### config.mk
export PLATFORM = sky130hd
export DESIGN_NAME = osd_text_area_geometry_regs
export DESIGN_NICKNAME = d
export VERILOG_FILES = /design/src/design/osd_geom_pkg.sv /design/src/design/osd_text_area_geometry_regs.sv
export SDC_FILE = /design/constraint.sdc
export NUM_CORES = 1
export LEC_CHECK = 0
export BUFFER_PORTS_ARGS = -buffer_cell sky130_fd_sc_hd__buf_4
export CAP_MARGIN = 5
export CORE_AREA = 5 5 118 120
export CTS_BUF_LIST = sky130_fd_sc_hd__clkbuf_16
export DETAILED_ROUTE_END_ITERATION = 12
export DIE_AREA = 0 0 123 125
export GPL_TIMING_DRIVEN = 0
export PLACE_DENSITY_LB_ADDON = 0.05
export SYNTH_ARGS = -nofsm -noshare
export SYNTH_HDL_FRONTEND = slang
export SYNTH_SLANG_ARGS = --single-unit
### constraint.sdc
create_clock -name i_clk -period 6.33 [get_ports i_clk]
set_input_delay 0.633 -clock i_clk [delete_from_list [all_inputs] [get_ports i_clk]]
set_output_delay 0.633 -clock i_clk [all_outputs]
set_load 0.05 [all_outputs]
### src/design/osd_geom_pkg.sv
// Purpose: Shared constants and types for the OSD text area geometry registers.
// Assumes: Byte-wide registers at their printed byte addresses on a plain port.
// Notes: All field positions, offsets and limits used by the logic live here.

package osd_geom_pkg;

   // ----------------------------------------------------------------
   // Bus widths and register count
   // ----------------------------------------------------------------
   localparam int ADDR_W = 16;
   localparam int DATA_W = 8;
   localparam int NUM_REGS = 5;

   // ----------------------------------------------------------------
   // Register addresses and storage indices
   // ----------------------------------------------------------------
   localparam logic [15:0] ADDR_TEXT_VERTICAL_POSITION = 16'h87F1;
   localparam logic [15:0] ADDR_TEXT_HORIZONTAL_POSITION = 16'h87F2;
   localparam logic [15:0] ADDR_FRINGE_CONTROL = 16'h87F3;
   localparam logic [15:0] ADDR_TEXT_AREA_END = 16'h87F4;
   localparam logic [15:0] ADDR_SOFT_SCROLL_AREA_CONTROL = 16'h87F5;
   localparam int IDX_TVP = 0;
   localparam int IDX_THP = 1;
   localparam int IDX_FRC = 2;
   localparam int IDX_TAE = 3;
   localparam int IDX_SSA = 4;
   localparam logic [7:0] REG_RESET = 8'h00;
   localparam logic [7:0] RDATA_IDLE = 8'h00;

   // ----------------------------------------------------------------
   // Field positions
   // ----------------------------------------------------------------
   localparam int VSYNC_INVERT_BIT = 7;
   localparam int HSYNC_INVERT_BIT = 6;
   localparam int VOFS_MSB = 5;
   localparam int VOFS_LSB = 0;
   localparam int QOFS_MSB = 7;
   localparam int QOFS_LSB = 6;
   localparam int LEFT_MSB = 5;
   localparam int LEFT_LSB = 0;
   localparam int FCOL_MSB = 7;
   localparam int FCOL_LSB = 4;
   localparam int FN_BIT = 3;
   localparam int FE_BIT = 2;
   localparam int FS_BIT = 1;
   localparam int FW_BIT = 0;
   localparam int RIGHT_MSB = 5;
   localparam int RIGHT_LSB = 0;
   localparam int SH_MSB = 7;
   localparam int SH_LSB = 4;
   localparam int ST_MSB = 3;
   localparam int ST_LSB = 0;

   // ----------------------------------------------------------------
   // Geometry limits
   // ----------------------------------------------------------------
   localparam logic [6:0] END_CODE_BIAS = 7'h01;
   localparam logic [6:0] MAX_WIDTH_CHARS = 7'h30;
   localparam logic [5:0] MIN_SAFE_START = 6'h04;
   localparam logic [5:0] LINE_CNT_ZERO = 6'h00;
   localparam logic [5:0] LINE_CNT_STEP = 6'h01;

   // ----------------------------------------------------------------
   // Vertical text area tracking states
   // ----------------------------------------------------------------
   typedef enum logic [2:0] {
      V_WAIT = 3'b001,
      V_COUNT = 3'b010,
      V_TEXT = 3'b100
   } vert_state_e;

endpackage

### src/design/osd_text_area_geometry_regs.sv
// Purpose: Geometry, sync polarity, fringe and soft scroll registers of the OSD unit.
// Assumes: Sync inputs and the horizontal quarter position are synchronous to i_clk.
// Notes: All state freezes while i_ce is low; read data stands one cycle after the strobe.
//
// Strobed register access was left to the implementer.

`timescale 1ns/100ps

// How it works
// RULE1: vertical sync invert bit set flips the incoming vertical sync.
// RULE2: horizontal sync invert bit set flips the incoming horizontal sync.
// RULE3: text top waits the programmed 0 to 63 scan lines after vsync.
// RULE4: two fine bits move the area right by 0 to 3 quarters.
// RULE5: six start bits place the left edge 0 to 63 characters in.
// RULE6: four colour bits pick one of sixteen fringe colours.
// RULE7: north, east, south and west bits each enable fringing that way.
// RULE8: end field sets the right edge; width is end minus start.
// RULE9: top two bits of the end register have no function.
// RULE10: four height bits give the visible scroll area row count.
// RULE11: four position bits give the top row of the scroll area.
// RULE12: software keeps start codes 0 to 3 out of the start field.
// RULE13: end code is characters minus one; valid widths are 0 to 48.
// RULE14: fine quarter offset also moves the end position.
// RULE15: every register reads back exactly what was last written.
// RULE16: each register is one byte, written whole at its own address.
module osd_text_area_geometry_regs (
   input wire logic i_clk,
   input wire logic i_reset,
   input wire logic i_ce,
   input wire logic [15:0] i_addr,
   input wire logic [7:0] i_wdata,
   input wire logic i_wr,
   input wire logic i_rd,
   input wire logic i_vsync,
   input wire logic i_hsync,
   input wire logic [8:0] i_hpos_quarters,
   output logic [7:0] o_rdata,
   output logic o_vsync,
   output logic o_hsync,
   output logic o_text_rows_active,
   output logic o_text_top,
   output logic o_in_text_area,
   output logic [7:0] o_text_start_quarters,
   output logic [8:0] o_text_end_quarters,
   output logic [6:0] o_text_width_chars,
   output logic o_width_valid,
   output logic o_start_code_bad,
   output logic [3:0] o_fringe_colour,
   output logic o_fringe_north,
   output logic o_fringe_east,
   output logic o_fringe_south,
   output logic o_fringe_west,
   output logic [3:0] o_scroll_window_height,
   output logic [3:0] o_scroll_window_top_row
);

   // ----------------------------------------------------------------
   // Address decode
   // ----------------------------------------------------------------

   // One select line per register, in storage index order.
   wire logic [osd_geom_pkg::NUM_REGS-1:0] sel;
   assign sel[osd_geom_pkg::IDX_TVP] = (i_addr == osd_geom_pkg::ADDR_TEXT_VERTICAL_POSITION);
   assign sel[osd_geom_pkg::IDX_THP] = (i_addr == osd_geom_pkg::ADDR_TEXT_HORIZONTAL_POSITION);
   assign sel[osd_geom_pkg::IDX_FRC] = (i_addr == osd_geom_pkg::ADDR_FRINGE_CONTROL);
   assign sel[osd_geom_pkg::IDX_TAE] = (i_addr == osd_geom_pkg::ADDR_TEXT_AREA_END);
   assign sel[osd_geom_pkg::IDX_SSA] = (i_addr == osd_geom_pkg::ADDR_SOFT_SCROLL_AREA_CONTROL);

   // ----------------------------------------------------------------
   // Register storage
   // ----------------------------------------------------------------

   logic [7:0] regs_q [osd_geom_pkg::NUM_REGS];

   // Each register takes a whole byte on a write strobe at its address.
   // Reserved bits are stored as written so that read-back stays exact.
   genvar gi;
   generate
      for (gi = 0; gi < osd_geom_pkg::NUM_REGS; gi++) begin : g_reg
         // RULE16: whole byte write
         always_ff @(posedge i_clk or posedge i_reset) begin
            if (i_reset) begin
               regs_q[gi] <= osd_geom_pkg::REG_RESET;
            end else if (i_ce && i_wr && sel[gi]) begin
               regs_q[gi] <= i_wdata;
            end
         end
      end
   endgenerate

   // ----------------------------------------------------------------
   // Read path
   // ----------------------------------------------------------------

   // Selected register value; unmapped addresses read as zero.
   logic [7:0] rd_mux;
   // RULE15: readback of written value
   always_comb begin
      rd_mux = osd_geom_pkg::RDATA_IDLE;
      for (int k = 0; k < osd_geom_pkg::NUM_REGS; k++) begin
         if (sel[k]) begin
            rd_mux = regs_q[k];
         end
      end
   end

   // Read data stands only in the cycle after the read strobe.
   // Clearing it outside read cycles keeps a stale byte from being taken for a fresh
   // answer by a master that samples one cycle late.
   logic [7:0] rdata_q;
   always_ff @(posedge i_clk or posedge i_reset) begin
      if (i_reset) begin
         rdata_q <= osd_geom_pkg::RDATA_IDLE;
      end else if (i_ce) begin
         rdata_q <= i_rd ? rd_mux : osd_geom_pkg::RDATA_IDLE;
      end
   end

   // ----------------------------------------------------------------
   // Field extraction
   // ----------------------------------------------------------------

   // Named fields of the stored registers.
   wire logic vsync_invert;
   wire logic hsync_invert;
   wire logic [5:0] vertical_line_offset;
   wire logic [1:0] quarter_char_offset;
   wire logic [5:0] text_left_edge;
   wire logic [5:0] text_right_edge;
   assign vsync_invert = regs_q[osd_geom_pkg::IDX_TVP][osd_geom_pkg::VSYNC_INVERT_BIT];
   assign hsync_invert = regs_q[osd_geom_pkg::IDX_TVP][osd_geom_pkg::HSYNC_INVERT_BIT];
   assign vertical_line_offset =
      regs_q[osd_geom_pkg::IDX_TVP][osd_geom_pkg::VOFS_MSB:osd_geom_pkg::VOFS_LSB];
   assign quarter_char_offset =
      regs_q[osd_geom_pkg::IDX_THP][osd_geom_pkg::QOFS_MSB:osd_geom_pkg::QOFS_LSB];
   assign text_left_edge =
      regs_q[osd_geom_pkg::IDX_THP][osd_geom_pkg::LEFT_MSB:osd_geom_pkg::LEFT_LSB];
   // RULE9: reserved end bits unused
   assign text_right_edge =
      regs_q[osd_geom_pkg::IDX_TAE][osd_geom_pkg::RIGHT_MSB:osd_geom_pkg::RIGHT_LSB];

   // Fringe and scroll fields leave the block straight from the register flops.
   // RULE6: fringe colour select
   assign o_fringe_colour =
      regs_q[osd_geom_pkg::IDX_FRC][osd_geom_pkg::FCOL_MSB:osd_geom_pkg::FCOL_LSB];
   // RULE7: per direction enables
   assign o_fringe_north = regs_q[osd_geom_pkg::IDX_FRC][osd_geom_pkg::FN_BIT];
   assign o_fringe_east = regs_q[osd_geom_pkg::IDX_FRC][osd_geom_pkg::FE_BIT];
   assign o_fringe_south = regs_q[osd_geom_pkg::IDX_FRC][osd_geom_pkg::FS_BIT];
   assign o_fringe_west = regs_q[osd_geom_pkg::IDX_FRC][osd_geom_pkg::FW_BIT];
   // RULE10: scroll area height
   assign o_scroll_window_height =
      regs_q[osd_geom_pkg::IDX_SSA][osd_geom_pkg::SH_MSB:osd_geom_pkg::SH_LSB];
   // RULE11: scroll area top row
   assign o_scroll_window_top_row =
      regs_q[osd_geom_pkg::IDX_SSA][osd_geom_pkg::ST_MSB:osd_geom_pkg::ST_LSB];

   // ----------------------------------------------------------------
   // Sync polarity
   // ----------------------------------------------------------------

   // Syncs as used inside the unit, after optional inversion.
   wire logic vs_now;
   wire logic hs_now;
   // RULE1: vertical sync inversion
   assign vs_now = i_vsync ^ vsync_invert;
   // RULE2: horizontal sync inversion
   assign hs_now = i_hsync ^ hsync_invert;

   logic vsync_q;
   logic hsync_q;
   always_ff @(posedge i_clk or posedge i_reset) begin
      if (i_reset) begin
         vsync_q <= 1'b0;
         hsync_q <= 1'b0;
      end else if (i_ce) begin
         vsync_q <= vs_now;
         hsync_q <= hs_now;
      end
   end

   // The edge detector works on the corrected sync, so flipping a polarity bit while the
   // sync input sits still can itself look like an edge; software should change the
   // polarity bits only while the display is blanked.
   // Rising edges of the corrected syncs, against the previous sample.
   wire logic vs_rise;
   wire logic hs_rise;
   assign vs_rise = vs_now & ~vsync_q;
   assign hs_rise = hs_now & ~hsync_q;

   // ----------------------------------------------------------------
   // Vertical offset of the text area
   // ----------------------------------------------------------------

   osd_geom_pkg::vert_state_e vstate_q;
   osd_geom_pkg::vert_state_e vstate_d;
   logic [5:0] line_cnt_q;
   logic [5:0] line_cnt_d;
   logic text_top_q;
   // Registered copy of the text-row state, so that the output leaves a flop directly.
   logic rows_active_q;

   // Next line count after this horizontal sync.
   wire logic [5:0] line_cnt_inc;
   assign line_cnt_inc = line_cnt_q + osd_geom_pkg::LINE_CNT_STEP;

   // Each vertical sync restarts the count; text rows begin once the offset is reached.
   // An offset lowered while counting still ends the count, because the compare is a
   // greater-or-equal; a raised offset simply waits for more lines.
   // RULE3: vertical line offset
   always_comb begin
      vstate_d = vstate_q;
      line_cnt_d = line_cnt_q;
      if (vs_rise) begin
         line_cnt_d = osd_geom_pkg::LINE_CNT_ZERO;
         if (vertical_line_offset == osd_geom_pkg::LINE_CNT_ZERO) begin
            vstate_d = osd_geom_pkg::V_TEXT;
         end else begin
            vstate_d = osd_geom_pkg::V_COUNT;
         end
      end else begin
         case (vstate_q)
            osd_geom_pkg::V_WAIT: begin
               vstate_d = osd_geom_pkg::V_WAIT;
            end
            osd_geom_pkg::V_COUNT: begin
               if (hs_rise) begin
                  line_cnt_d = line_cnt_inc;
                  if (line_cnt_inc >= vertical_line_offset) begin
                     vstate_d = osd_geom_pkg::V_TEXT;
                  end
               end
            end
            osd_geom_pkg::V_TEXT: begin
               vstate_d = osd_geom_pkg::V_TEXT;
            end
            default: begin
               vstate_d = osd_geom_pkg::V_WAIT;
               line_cnt_d = osd_geom_pkg::LINE_CNT_ZERO;
            end
         endcase
      end
   end

   // The top pulse marks the first cycle of the text rows of a field.
   wire logic entering_text;
   assign entering_text = (vstate_d == osd_geom_pkg::V_TEXT) &&
                          ((vstate_q != osd_geom_pkg::V_TEXT) || vs_rise);

   always_ff @(posedge i_clk or posedge i_reset) begin
      if (i_reset) begin
         vstate_q <= osd_geom_pkg::V_WAIT;
         line_cnt_q <= osd_geom_pkg::LINE_CNT_ZERO;
         text_top_q <= 1'b0;
         rows_active_q <= 1'b0;
      end else if (i_ce) begin
         vstate_q <= vstate_d;
         line_cnt_q <= line_cnt_d;
         text_top_q <= entering_text;
         rows_active_q <= (vstate_d == osd_geom_pkg::V_TEXT);
      end
   end

   // ----------------------------------------------------------------
   // Horizontal extent of the text area
   // ----------------------------------------------------------------

   // Left edge in quarter characters: whole characters then the fine offset.
   wire logic [7:0] start_quarters;
   // RULE5: left edge in characters
   // RULE4: fine quarter shift
   assign start_quarters = {text_left_edge, quarter_char_offset};

   // Right edge: end code plus one characters, shifted by the same fine offset.
   // Seven bits hold the biased end, since the highest code means sixty-four characters.
   wire logic [6:0] end_chars;
   wire logic [8:0] end_quarters;
   // RULE13: end code plus one
   assign end_chars = {1'b0, text_right_edge} + osd_geom_pkg::END_CODE_BIAS;
   // RULE14: fine shift on end
   assign end_quarters = {end_chars, quarter_char_offset};

   // Width in full characters, checked against the usable range.
   // The subtraction wraps when the start passes the end; the first term of width_ok
   // catches that case before the range check can be fooled by the wrapped value.
   wire logic [6:0] width_chars;
   wire logic width_ok;
   // RULE8: width is end minus start
   assign width_chars = end_chars - {1'b0, text_left_edge};
   // RULE13: width limit check
   assign width_ok = (end_chars >= {1'b0, text_left_edge}) &&
                     (width_chars <= osd_geom_pkg::MAX_WIDTH_CHARS);

   // Start codes below four give a corrupted offset; flagged for software.
   // Such codes are not blocked: the geometry is still produced and only flagged.
   wire logic start_bad;
   // RULE12: low start codes flagged
   assign start_bad = (text_left_edge < osd_geom_pkg::MIN_SAFE_START);

   // Pixel position inside the text area on a text row.
   // A width outside the usable range blanks the whole row rather than a clipped part.
   wire logic in_area;
   assign in_area = (vstate_q == osd_geom_pkg::V_TEXT) && width_ok &&
                    ({1'b0, i_hpos_quarters} >= {2'b00, start_quarters}) &&
                    ({1'b0, i_hpos_quarters} < {1'b0, end_quarters});

   logic [7:0] start_q;
   logic [8:0] end_q;
   logic [6:0] width_q;
   logic width_ok_q;
   logic start_bad_q;
   logic in_area_q;
   always_ff @(posedge i_clk or posedge i_reset) begin
      if (i_reset) begin
         start_q <= 8'h00;
         end_q <= 9'h000;
         width_q <= 7'h00;
         width_ok_q <= 1'b0;
         start_bad_q <= 1'b0;
         in_area_q <= 1'b0;
      end else if (i_ce) begin
         start_q <= start_quarters;
         end_q <= end_quarters;
         width_q <= width_ok ? width_chars : 7'h00;
         width_ok_q <= width_ok;
         start_bad_q <= start_bad;
         in_area_q <= in_area;
      end
   end

   // ----------------------------------------------------------------
   // Outputs
   // ----------------------------------------------------------------

   // All outputs come straight from flip-flops.
   assign o_rdata = rdata_q;
   assign o_vsync = vsync_q;
   assign o_hsync = hsync_q;
   assign o_text_rows_active = rows_active_q;
   assign o_text_top = text_top_q;
   assign o_in_text_area = in_area_q;
   assign o_text_start_quarters = start_q;
   assign o_text_end_quarters = end_q;
   assign o_text_width_chars = width_q;
   assign o_width_valid = width_ok_q;
   assign o_start_code_bad = start_bad_q;

endmodule

Yosys cells after proc, flatten, opt, wreduce, memory -nomap -nowiden
Cells that the tools add are included.
- register bits: 88
- output and inout port bits: 55
- word-level logic and storage cells: 75
- $add $sub $neg: 3
- order comparisons: 6
- eq/ne operators: 12
- mux-type cells: 15
- bitwise logic cells: 6
- reductions and logical operators: 15
- operator list (kind ; number):
    $eq 16x16->1 const B ; 5
    $mux 8 ; 6
    $mux 3 ; 4
    $mux 6 ; 2
    $pmux 6 s2 ; 1
    $logic_and 1x1->1 ; 11
    $ge 9x8->1 ; 1
    $lt 9x9->1 ; 1
    $add 6x1->7 const B ; 1
    $ge 7x6->1 ; 1
    $le 7x6->1 const B ; 1
    $mux 7 ; 1
    $sub 7x6->7 ; 1
    $add 6x1->6 const B ; 1
    $eq 3x3->1 const B ; 2
    $ge 6x6->1 ; 1
    $logic_not 6->1 ; 1
    $lt 6x3->1 const B ; 1
    $ne 3x3->1 const B ; 2
    $pmux 3 s2 ; 1
    $eq 3x1->1 const B ; 1
    $eq 3x2->1 const B ; 1
    $reduce_and 3->1 ; 1
    $and 1x1->1 ; 2
    5 further kinds ; 7

Depth between registers and ports, before layout
Gate-level depths: netlist (run 1).
- depth after elaboration: 8
- mapped depth: 11
- depth with buffers taken out: 11

Worst setup path after synthesis (run 1)
OpenSTA, ideal clock, no wires.
- kind: reg2reg
- start: register regs_q[8] in the netlist's numbering
- end: register in_area_q, in the netlist o_in_text_area
- arrival time: 2.651 ns
- data required time: 6.208 ns
- setup slack: 3.558 ns
- cell stages (with the launch flop): 11
- path buffers: 0
- path through: dfrtp_1 > ha_1 > xnor2_1 > inv_1 > ha_1 > or2_1 > o221a_1 > o31a_1 > a2111oi_0 > nor3_1 > a32o_1
- cells in the longest elaborated chain, start to end: 7
- elaborated cells between the ends (all ways): 9
- RTL lines (what ; RTL line ; RTL):
    from (decl) ; osd_text_area_geometry_regs.sv:73 ; logic [7:0] regs_q [osd_geom_pkg::NUM_REGS];
    from (signal, indexed assignment) ; osd_text_area_geometry_regs.sv:83 ; regs_q[gi] <= osd_geom_pkg::REG_RESET;
    from (signal, indexed assignment) ; osd_text_area_geometry_regs.sv:85 ; regs_q[gi] <= i_wdata;
    $add 6x1->7 (*) ; osd_text_area_geometry_regs.sv:279 ; assign end_chars = {1'b0, text_right_edge} + osd_geom_pkg::END_CODE_BIAS;
    net end_chars[2] ; osd_text_area_geometry_regs.sv:276 ; wire logic [6:0] end_chars;
    $sub 7x6->7 ; osd_text_area_geometry_regs.sv:289 ; assign width_chars = end_chars - {1'b0, text_left_edge};
    $le 7x6->1 ; osd_text_area_geometry_regs.sv:292 ; (width_chars <= osd_geom_pkg::MAX_WIDTH_CHARS);
    $logic_and 1x1->1 ; osd_text_area_geometry_regs.sv:291 ; assign width_ok = (end_chars >= {1'b0, text_left_edge}) &&
    $logic_and 1x1->1 (2 in series) ; osd_text_area_geometry_regs.sv:303 ; assign in_area = (vstate_q == osd_geom_pkg::V_TEXT) && width_ok &&
    $logic_and 1x1->1 (*) ; osd_text_area_geometry_regs.sv:304 ; ({1'b0, i_hpos_quarters} >= {2'b00, start_quarters}) &&
    to (signal assigned) ; osd_text_area_geometry_regs.sv:327 ; in_area_q <= in_area;
    to (decl) ; osd_text_area_geometry_regs.sv:312 ; logic in_area_q;
The timed path passes the listed nets; every way through them passes the cells marked *.
A chain may end at the register's enable or synchronous reset.

Worst setup path in the final report (run 1)
Ends and elaborated chain as after synthesis.

==> results of run 1 <==
report_power, final:
part / switching (mW) / internal (mW) / leakage (nW)
registers: 0.0135 / 0.567 / 1.08
logic: 0.114 / 0.0611 / 1.70
clock network: 0.213 / 0.299 / 0.145
total: 0.340 / 0.927 / 2.92
critical path: stages (launching register included):
cell	delay (ns)
dfrtp_1	0.52
ha_1	0.29
xnor2_1	0.34
inv_1	0.09
ha_1	0.23
or2_1	0.26
o221a_1	0.23
o31a_1	0.27
a2111oi_0	0.49
nor3_1	0.21
a32o_1	0.26
metrics by stage:
| stage | cells | hold WS [ns] | power, mW | setup WS [ns] |
|---|---|---|---|---|
| final | 730 | 0.2443 | 1.268 | 3.055 |
| after global routing | 730 | 0.2642 | 1.320 | 2.751 |
| after global placement | 713 | 0.4720 | 0.7634 | 2.273 |
| after floorplan | 444 | 0.4794 | 0.6961 | 3.477 |
| after detailed placement | 714 | 0.4803 | 0.7669 | 3.033 |
| after CTS | 730 | 0.2474 | 1.284 | 3.015 |
how the worst max path moves through the flow:
stage,start,endpoint,slack (ns),cells after the start
floorplan,i_reset,end_quarters[0],3.48,1
global placement,i_reset,o_text_width_chars[2],2.27,2
detailed placement,regs_q[8],o_in_text_area,3.03,10
CTS,regs_q[8],o_in_text_area,3.01,10
global route,regs_q[8],o_in_text_area,2.75,10
finish,regs_q[8],o_in_text_area,3.06,10
metal layers:
metal | vias up | wire length (um)
met1 | 1788 | 5843
met5 | - | 0
met3 | 16 | 608
li1 | 1814 | -
met4 | 0 | 260
met2 | 94 | 6387
state kept, by name (all words and copies together), names as in the netlist, 4 cells and up:
register                 count
o_rdata                      8
line_cnt_q                   6
o_scroll_window_height       4
o_scroll_window_top_row      4
o_fringe_colour              4
regs_q                      21
o_text_end_quarters          7
o_text_width_chars           7
o_text_start_quarters        8
Yosys cell counts, drive strengths merged, types with 2 or more instances:
| cell type | count | area share (%) |
|---|---|---|
| a221oi | 8 | 1.5 |
| or2 | 2 | 0.26 |
| or3 | 2 | 0.26 |
| a21o | 3 | 0.47 |
| nor4 | 3 | 0.71 |
| o21bai | 2 | 0.32 |
| nor4b | 2 | 0.68 |
| a211oi | 5 | 0.89 |
| xor2 | 5 | 0.92 |
| nand2b | 5 | 0.66 |
| ha | 29 | 7.6 |
| a22oi | 9 | 1.4 |
| a21oi | 22 | 2.3 |
| o41ai | 2 | 0.37 |
| buf | 19 | 2.8 |
| nand3 | 18 | 2.5 |
| nor2 | 16 | 1.5 |
| o31a | 2 | 0.37 |
| nor3 | 6 | 1.1 |
| o2bb2ai | 5 | 0.92 |
| and3 | 3 | 0.39 |
| o211ai | 2 | 0.32 |
| inv | 26 | 2.1 |
| o21a | 2 | 0.32 |
| mux2 | 40 | 10 |
| a31oi | 2 | 0.26 |
| nor3b | 2 | 0.32 |
| o22ai | 2 | 0.26 |
| nor2b | 4 | 0.53 |
| xnor2 | 9 | 1.7 |
| clkinv | 3 | 0.24 |
| nand2 | 37 | 3.0 |
| a22o | 3 | 0.55 |
| o21ai | 37 | 3.9 |
| a2111oi | 2 | 0.37 |
| dfrtp | 85 | 45 |
| clkbuf | 9 | 0.71 |
cells by family (layout without fill, tap and decap cells):
group           count (synthesis)  after routing  synth area share [%]
mux                            41             41                 10.31
flops                          86             86                 45.27
simple gates                  104            104                 12.70
xor+xnor                       14             14                 2.578
buf+inv                        57            167                 5.760
compound gates                112            112                 15.33
fa+ha+maj                      30             30                 8.048
layout make-up:
cell class / count / area (sq um)
Fill cell: 1236 / 6888
Multi-Input combinational cell: 301 / 2330
Sequential cell: 86 / 2153
Timing Repair Buffer: 94 / 725.7
Clock buffer: 9 / 225.2
Tap cell: 176 / 220.2
Buffer: 28 / 165.2
Inverter: 29 / 111.4
Clock inverter: 7 / 56.30
==> flow_summary.ini, run 1 <==
[detailed_routing]
drtPass1Iterations = 4
via_count = 3712
drt_iter0_markers = 146
routedWlPerCell_um = 17.95
wirelength_mm = 13.10
ant_nets = 0
via_per_inst = 5.085
route.detailed.drc = 0

[global_routing]
grt_pass1_vias = 3840
grt_pass1_wl_mm = 20.32
antenna_found_initial = 0
grt_busiest_layer = met2
grt_max_degree = 67
grtUsageMet1_pct = 22.36
gr-usage-met3_pct = 3.523
grt_usage_pct = 17.39
grtUsageMet2_pct = 28.76
grt.overflow.total = 0

[placement]
finalWeightedCongestion = 0.8175
hpwl_mm = 10.09
postPlaceCellArea_sq_um = 5705
port_buffers = 93

[synthesis]
ys_seq_area_share_pct = 45.27
synth_nets = 514
syn_area_sq_um = 4757
synthCells = 444
ys_ff_latch = 86
synth_edf_count = 0
async_reset_ff_share_pct = 100.0
ys_warn_count = 0
synthFlopType = dfrtp_1
yosys.cell_types.count = 63
syn_area_per_cell_sq_um = 10.71

[critical_path]
reg2regPathDepth = 10
arrival_ns = 3.51
worstSetupPathType = flop to flop
worst_r2r_endpoint = o_in_text_area
critPathMaxFanout = 8
worstPathRequired_ns = 6.56
cp-start-kind = flop
endpoint_kind = flop
regToRegSetupSlack_ns = 3.06
rr_startpoint = regs_q[8]

[cells_and_area]
final_util_pct = 46.50
post_route_cells_drive_above_1_share_pct = 28.52
num_antenna_cells = 0
final_cell_area_sq_um = 5987
num-nets-final = 619
syn_to_final_growth_pct = 25.85
mostFrequentLayoutCells = 108 x buf_4, 85 x dfrtp_1, 36 x nand2_1
mostFrequentLayoutCell = buf_4

[timing]
skew_ns = 0.008124
max_freq_ghz = 0.3054
min_period_ns = 3.275
setup_viol = 0
slew_viol_final = 0
rsz0062_at_grt = no
slew-limit-headroom_pct = 35.52
tns_ns = 0
period_share_pct = 51.73
hold_violations = 0
worstMarginPinSlew_ns = 0.9598

[flow_run]
cap_violations = 0

[die]
initial_core_util_pct = 36.95
dieArea_sq_um = 15380
die_w_um = 123
design.core.area_sq_um = 12870
dieHeight_um = 125
pin_count = 95
rows = 42

[clock_tree]
htree_levels = 3
post_cts_buffers = 0
cts_tree = yes
clkSlewWorstSetupHoldPaths_ns = 0.07
cts.path.max_buffers = 2
clkSinkCount = 86
hold_buffers = 0
post_cts_resized = 0
clk_latency_ns = 0.35
cts_buffers = 9
cts_root_buffer = clkbuf_16

[power]
ir_drop_mv = 0.1002
leakage_nw = 2.921
powerDensity_nw_per_um2 = 211.7

[outcome]
outcome = finished clean

[hold_path]
hold_path.class = input pin to async pin
Power figures use the tool's default switching activity.
==> inputs of run 2 (changes only) <==
clock period = 2.6 ns   (was 6.33 ns; I/O delays follow)
==> run 2 against run 1 <==
Against the previous run:
- the flow now finishes with violations (setup timing)
- sequential power increased by 140%
- via count increased by 2.5%
- register-to-register slack got worse by 3.2 ns
- clock power increased to 2.6 times the previous value
- worst setup slack got worse by 3.2 ns
- fmax increased by 19%
- non-clock buffer count increased by 18
- critical endpoint unchanged
==> flow_summary.ini, run 2 (synthesized netlist as in run 1, its figures left out) <==
[cells_and_area]
regArea_sq_um = 2158
layout.cells.non_filler = 748
post_route_cells_drive_above_1_share_pct = 35.14
multi_input_area_sq_um = 2521
top_register = regs_q
largest_reg_flops = 21
num-nets-final = 637
final_cell_area_sq_um = 6346
num_antenna_cells = 0
mostFrequentLayoutCells = 125 x buf_4, 81 x dfrtp_1, 36 x nand2_1
nFillCells = 1215
syn_to_final_growth_pct = 33.40
final_util_pct = 49.29
mostFrequentLayoutCell = buf_4

[timing]
skew_ns = 0.003214
slew-limit-headroom_pct = 40.22
period_share_pct = 105.4
setup_viol = 8
hold_violations = 0
max_freq_ghz = 0.3649
min_period_ns = 2.740
setup_ws_ns = -0.1403
slew_viol_final = 0
worstMarginPinSlew_ns = 0.8898
rsz0062_at_grt = yes

[clock_tree]
cts_buffers = 9
cts_tree = yes
cts.path.max_buffers = 2
htree_levels = 3
cts_root_buffer = clkbuf_16
clkSlewWorstSetupHoldPaths_ns = 0.06
clkSinkCount = 86
clk_latency_ns = 0.34

[critical_path]
cp_cell_sequence = ha_4 -> xnor2_4 -> inv_2 -> ha_4 -> or2_4 -> o221a_1 -> o31a_1 -> buf_4 -> a2111oi_4 -> nor3_4 -> a32o_1
critPathMaxFanout = 5
cp-start-kind = flop
critPathSlowestCell = dfrtp_2
critPathMostFrequentCell = ha_4
endpoint_kind = flop
arrival_ns = 2.97
slowest_delay_ns = 0.45
worstSetupPathType = flop to flop
worstPathRequired_ns = 2.83

[detailed_routing]
wirelength_mm = 13.53
ant_nets = 0
routedWlPerCell_um = 18.09
via_per_inst = 5.087
route.detailed.drc = 0
via_count = 3805
drtPass1Iterations = 4
drt_iter0_markers = 183

[power]
ir_drop_mv = 0.2412
powerDensity_nw_per_um2 = 502.8
leakage_nw = 3.027
finalPower_mw = 3.191

[die]
die_w_um = 123
design.core.area_sq_um = 12870
rows = 42
dieHeight_um = 125
initial_core_util_pct = 36.95
pin_count = 95
dieArea_sq_um = 15380

[global_routing]
grt_usage_pct = 18.50
grt.overflow.total = 0
grt_pass1_vias = 4074
antenna_found_initial = 0
grt_max_degree = 56
grt_pass1_wl_mm = 21.71

[placement]
hpwl_mm = 10.27
finalWeightedCongestion = 0.8580
port_buffers = 93
place_inst = 714
postPlaceCellArea_sq_um = 5747

[flow_run]
cap_violations = 0

[hold_path]
hold_path.class = input pin to flop

[outcome]
outcome = finished with violations
violations = setup timing
run 2: layout make-up:
cell class | instances | share of cell area [%]
Clock inverter | 7 | 1.282
Tap cell | 176 | 3.470
Inverter | 29 | 1.755
Sequential cell | 86 | 34.01
Buffer | 28 | 2.603
Clock buffer | 9 | 3.549
Multi-Input combinational cell | 301 | 39.73
Timing Repair Buffer | 112 | 13.60
run 2: worst paths after layout:
check / from / endpoint / slack [ns] / depth (start not counted)
worst max-delay path: regs_q[8] / o_in_text_area / -0.14 / 11
worst min-delay path: i_wdata[6] / o_scroll_window_height[2] / 0.18 / 2
max in group asynchronous: i_reset / vstate_q[0] / 1.45 / 4
worst max register to register: regs_q[8] / o_in_text_area / -0.14 / 11
min in group asynchronous: i_reset / o_fringe_colour[3] / 0.49 / 3
worst min register to register: o_width_valid / o_width_valid / 0.48 / 1
run 2: worst max-delay path: cells and delay by family, from the launching register on:
kind	cells	cell delay, ns
AO/OA/AOI/OAI	4	1.15
XOR/XNOR	1	0.14
adder cells (fa/ha/maj)	2	0.35
buffers and inverters	2	0.20
flip-flops	1	0.45
AND/OR/NAND/NOR	2	0.32
run 2: metrics by stage:
step	hold slack [ns]	setup WS, ns	setup TNS, ns
2_1_floorplan	0.3825	0.01669	0
3_3_place_gp	0.4695	-1.114	-96.65
3_5_place_dp	0.3059	-0.3932	-2.810
4_1_cts	0.1742	-0.07678	-0.3446
5_1_grt	0.1881	-0.2499	-1.688
6_report	0.1775	-0.1403	-0.8052
run 2: routing by layer:
| layer | GRT usage [%] | routed length [um] |
|---|---|---|
| met5 | 0 | 0 |
| met3 | 3.252 | 500 |
| met2 | 31.26 | 6837 |
| met4 | 6.450 | 289 |
| met1 | 23.76 | 5904 |
run 2: timing repair:
item,4_1_cts,5_1_grt
hold endpoints to repair,31,0
buffers inserted,9,8
gates cloned,0,0
endpoints found under the setup margin,8,8
pin swaps,11,11
gates resized for setup,17,10
hold buffers,1,0
run 2: power by group:
part | total, mW | internal (mW) | leakage [nW] | switching, mW
Combinational | 0.429 | 0.150 | 1.80 | 0.279
Clock | 1.35 | 0.828 | 0.159 | 0.520
Sequential | 1.41 | 1.38 | 1.07 | 0.0347
==> inputs of run 3 (changes only) <==
BUFFER_PORTS_ARGS = unset   (was -buffer_cell sky130_fd_sc_hd__buf_4)
CELL_PAD_IN_SITES_DETAIL_PLACEMENT = 1   (was unset)
CELL_PAD_IN_SITES_GLOBAL_PLACEMENT = 2   (was unset)
CORE_AREA = 5 5 120 122   (was 5 5 118 120)
DIE_AREA = 0 0 125 127   (was 0 0 123 125)
DONT_BUFFER_PORTS = 1   (was unset)
PLACE_DENSITY_LB_ADDON = 0.1   (was 0.05)
==> run 3 against run 2 <==
Against the previous run:
- the flow still finishes with violations (setup timing)
- cell count fell by 13%
- first-iteration DRC count down 31%
- clock skew grew 0.0046 ns
- worst hold slack got worse by 0.14 ns
- register-to-register slack improved by 0.03 ns
==> flow_summary.ini, run 3 (synthesized netlist as in run 1, its figures left out) <==
[critical_path]
worstPathRequired_ns = 2.84
cp-start-kind = flop
critPathMostFrequentCell = ha_4
cp_cell_sequence = ha_4 -> xnor2_4 -> inv_2 -> ha_4 -> or2_1 -> o221a_1 -> o31a_1 -> buf_4 -> o41ai_4 -> nor3_4 -> a32o_1
critPathSlowestCell = dfrtp_2
arrival_ns = 2.94
endpoint_kind = flop
critPathMaxFanout = 5
worstSetupPathType = flop to flop
path_buf_inv = 2
slowest_delay_ns = 0.45
cpLargestDelayFamily = compound AO/OA/AOI/OAI gates

[detailed_routing]
drtPass1Iterations = 4
drt_iter0_markers = 127
routedWlPerCell_um = 21.68
via_count = 3549
via_per_inst = 5.435
wirelength_mm = 14.16
route.detailed.drc = 0
ant_nets = 0

[power]
ir_drop_mv = 0.2396
leakage_nw = 2.533
powerDensity_nw_per_um2 = 522.5
finalPower_mw = 2.932

[placement]
port_buffers = 0
hpwl_mm = 10.72
place_inst = 621
finalWeightedCongestion = 0.8300
postPlaceCellArea_sq_um = 5049
pre_cts_ws_ns = -0.3973

[outcome]
violations = setup timing
outcome = finished with violations

[clock_tree]
cts.path.max_buffers = 2
clkSlewWorstSetupHoldPaths_ns = 0.07
htree_levels = 3
cts_tree = yes
clkSinkCount = 86
cts_root_buffer = clkbuf_16
clk_latency_ns = 0.35
cts_buffers = 9

[die]
pin_count = 95
dieArea_sq_um = 15880
dieHeight_um = 127
die_w_um = 125
initial_core_util_pct = 36.35
rows = 42
design.core.area_sq_um = 13090

[timing]
hold_ws_ns = 0.03684
period_share_pct = 104.1
rsz0062_at_grt = yes
skew_ns = 0.007778
setup_ws_ns = -0.1065
setup_viol = 8
hold_violations = 0
min_period_ns = 2.706
worstMarginPinSlew_ns = 0.7896
slew-limit-headroom_pct = 47.36
max_freq_ghz = 0.3695
slew_viol_final = 0

[cells_and_area]
mostFrequentLayoutCells = 81 x dfrtp_1, 36 x nand2_1, 28 x buf_4
layout.cells.non_filler = 653
num_antenna_cells = 0
post_route_cells_drive_above_1_share_pct = 22.64
mostFrequentLayoutCell = dfrtp_1
top_register = regs_q
syn_to_final_growth_pct = 17.96
final_cell_area_sq_um = 5612
largest_reg_flops = 21
num-nets-final = 542

[global_routing]
grt_pass1_wl_mm = 22.36
grt.overflow.total = 0
antenna_found_initial = 0
grt_pass1_vias = 3848
grt_usage_pct = 18.35
grt_max_degree = 50

[flow_run]
cap_violations = 0

[hold_path]
hold_path.class = input pin to flop
[run 3: stage by stage]
step           utilization (%)  TNS [ns]
4_1_cts                  42.05   -0.5879
3_5_place_dp             38.58    -2.936
3_3_place_gp             38.35    -87.65
5_1_grt                  42.89    -1.312
2_1_floorplan                -         0
6_report                 42.89   -0.3703
[run 3: what timing repair did]
item | CTS | global route
gates resized for setup | 21 | 11
setup buffers | 9 | 6
hold endpoints to repair | 37 | 0
hold buffers | 1 | 0
endpoints found under the setup margin | 8 | 13
pin swaps | 10 | 14
[run 3: path summary, 6_finish.rpt]
check | from | to | slack (ns) | cells past startpoint
setup / recovery | regs_q[8] | o_in_text_area | -0.11 | 11
hold / removal | i_wdata[5] | regs_q[37] | 0.04 | 2
setup reg to reg | regs_q[8] | o_in_text_area | -0.11 | 11
hold reg to reg | end_quarters[1] | o_text_start_quarters[1] | 0.52 | 1
max in group asynchronous | i_reset | vstate_q[0] | 1.48 | 3
min in group asynchronous | i_reset | regs_q[36] | 0.44 | 2
[run 3: where the power goes]
group	switching, mW	total (mW)	internal, mW
Combinational	0.176	0.263	0.0870
Clock	0.541	1.17	0.631
Sequential	0.119	1.50	1.38
Total	0.836	2.93	2.10
[run 3: cell type report]
cell class | instances | area (sq um)
Timing Repair Buffer | 17 | 157.7
Buffer | 28 | 165.2
Clock inverter | 7 | 31.28
Multi-Input combinational cell | 301 | 2542
Inverter | 29 | 111.4
Sequential cell | 86 | 2158
Clock buffer | 9 | 225.2
Tap cell | 176 | 220.2
Fill cell | 1420 | 7473
[run 3: layer usage]
| metal | routed length (um) | GRT usage, % | share of wire [%] | up-vias |
|---|---|---|---|---|
| met3 | 832 | 4.716 | 5.9 | 25 |
| met2 | 7069 | 30.69 | 50 | 91 |
| met5 | 0 | 0 | 0 | - |
| met1 | 5849 | 22.48 | 41 | 1770 |
| li1 | - | - | - | 1663 |
| met4 | 406 | 8.163 | 2.9 | 0 |
[run 3: worst reg2reg max path, stage by stage, from the launching register on]
cell and delay [ns]:
dfrtp_2 0.45, ha_4 0.20, xnor2_4 0.14, inv_2 0.06, ha_4 0.15, or2_1 0.21
o221a_1 0.24, o31a_1 0.29, buf_4 0.15, o41ai_4 0.32, nor3_4 0.11, a32o_1 0.26
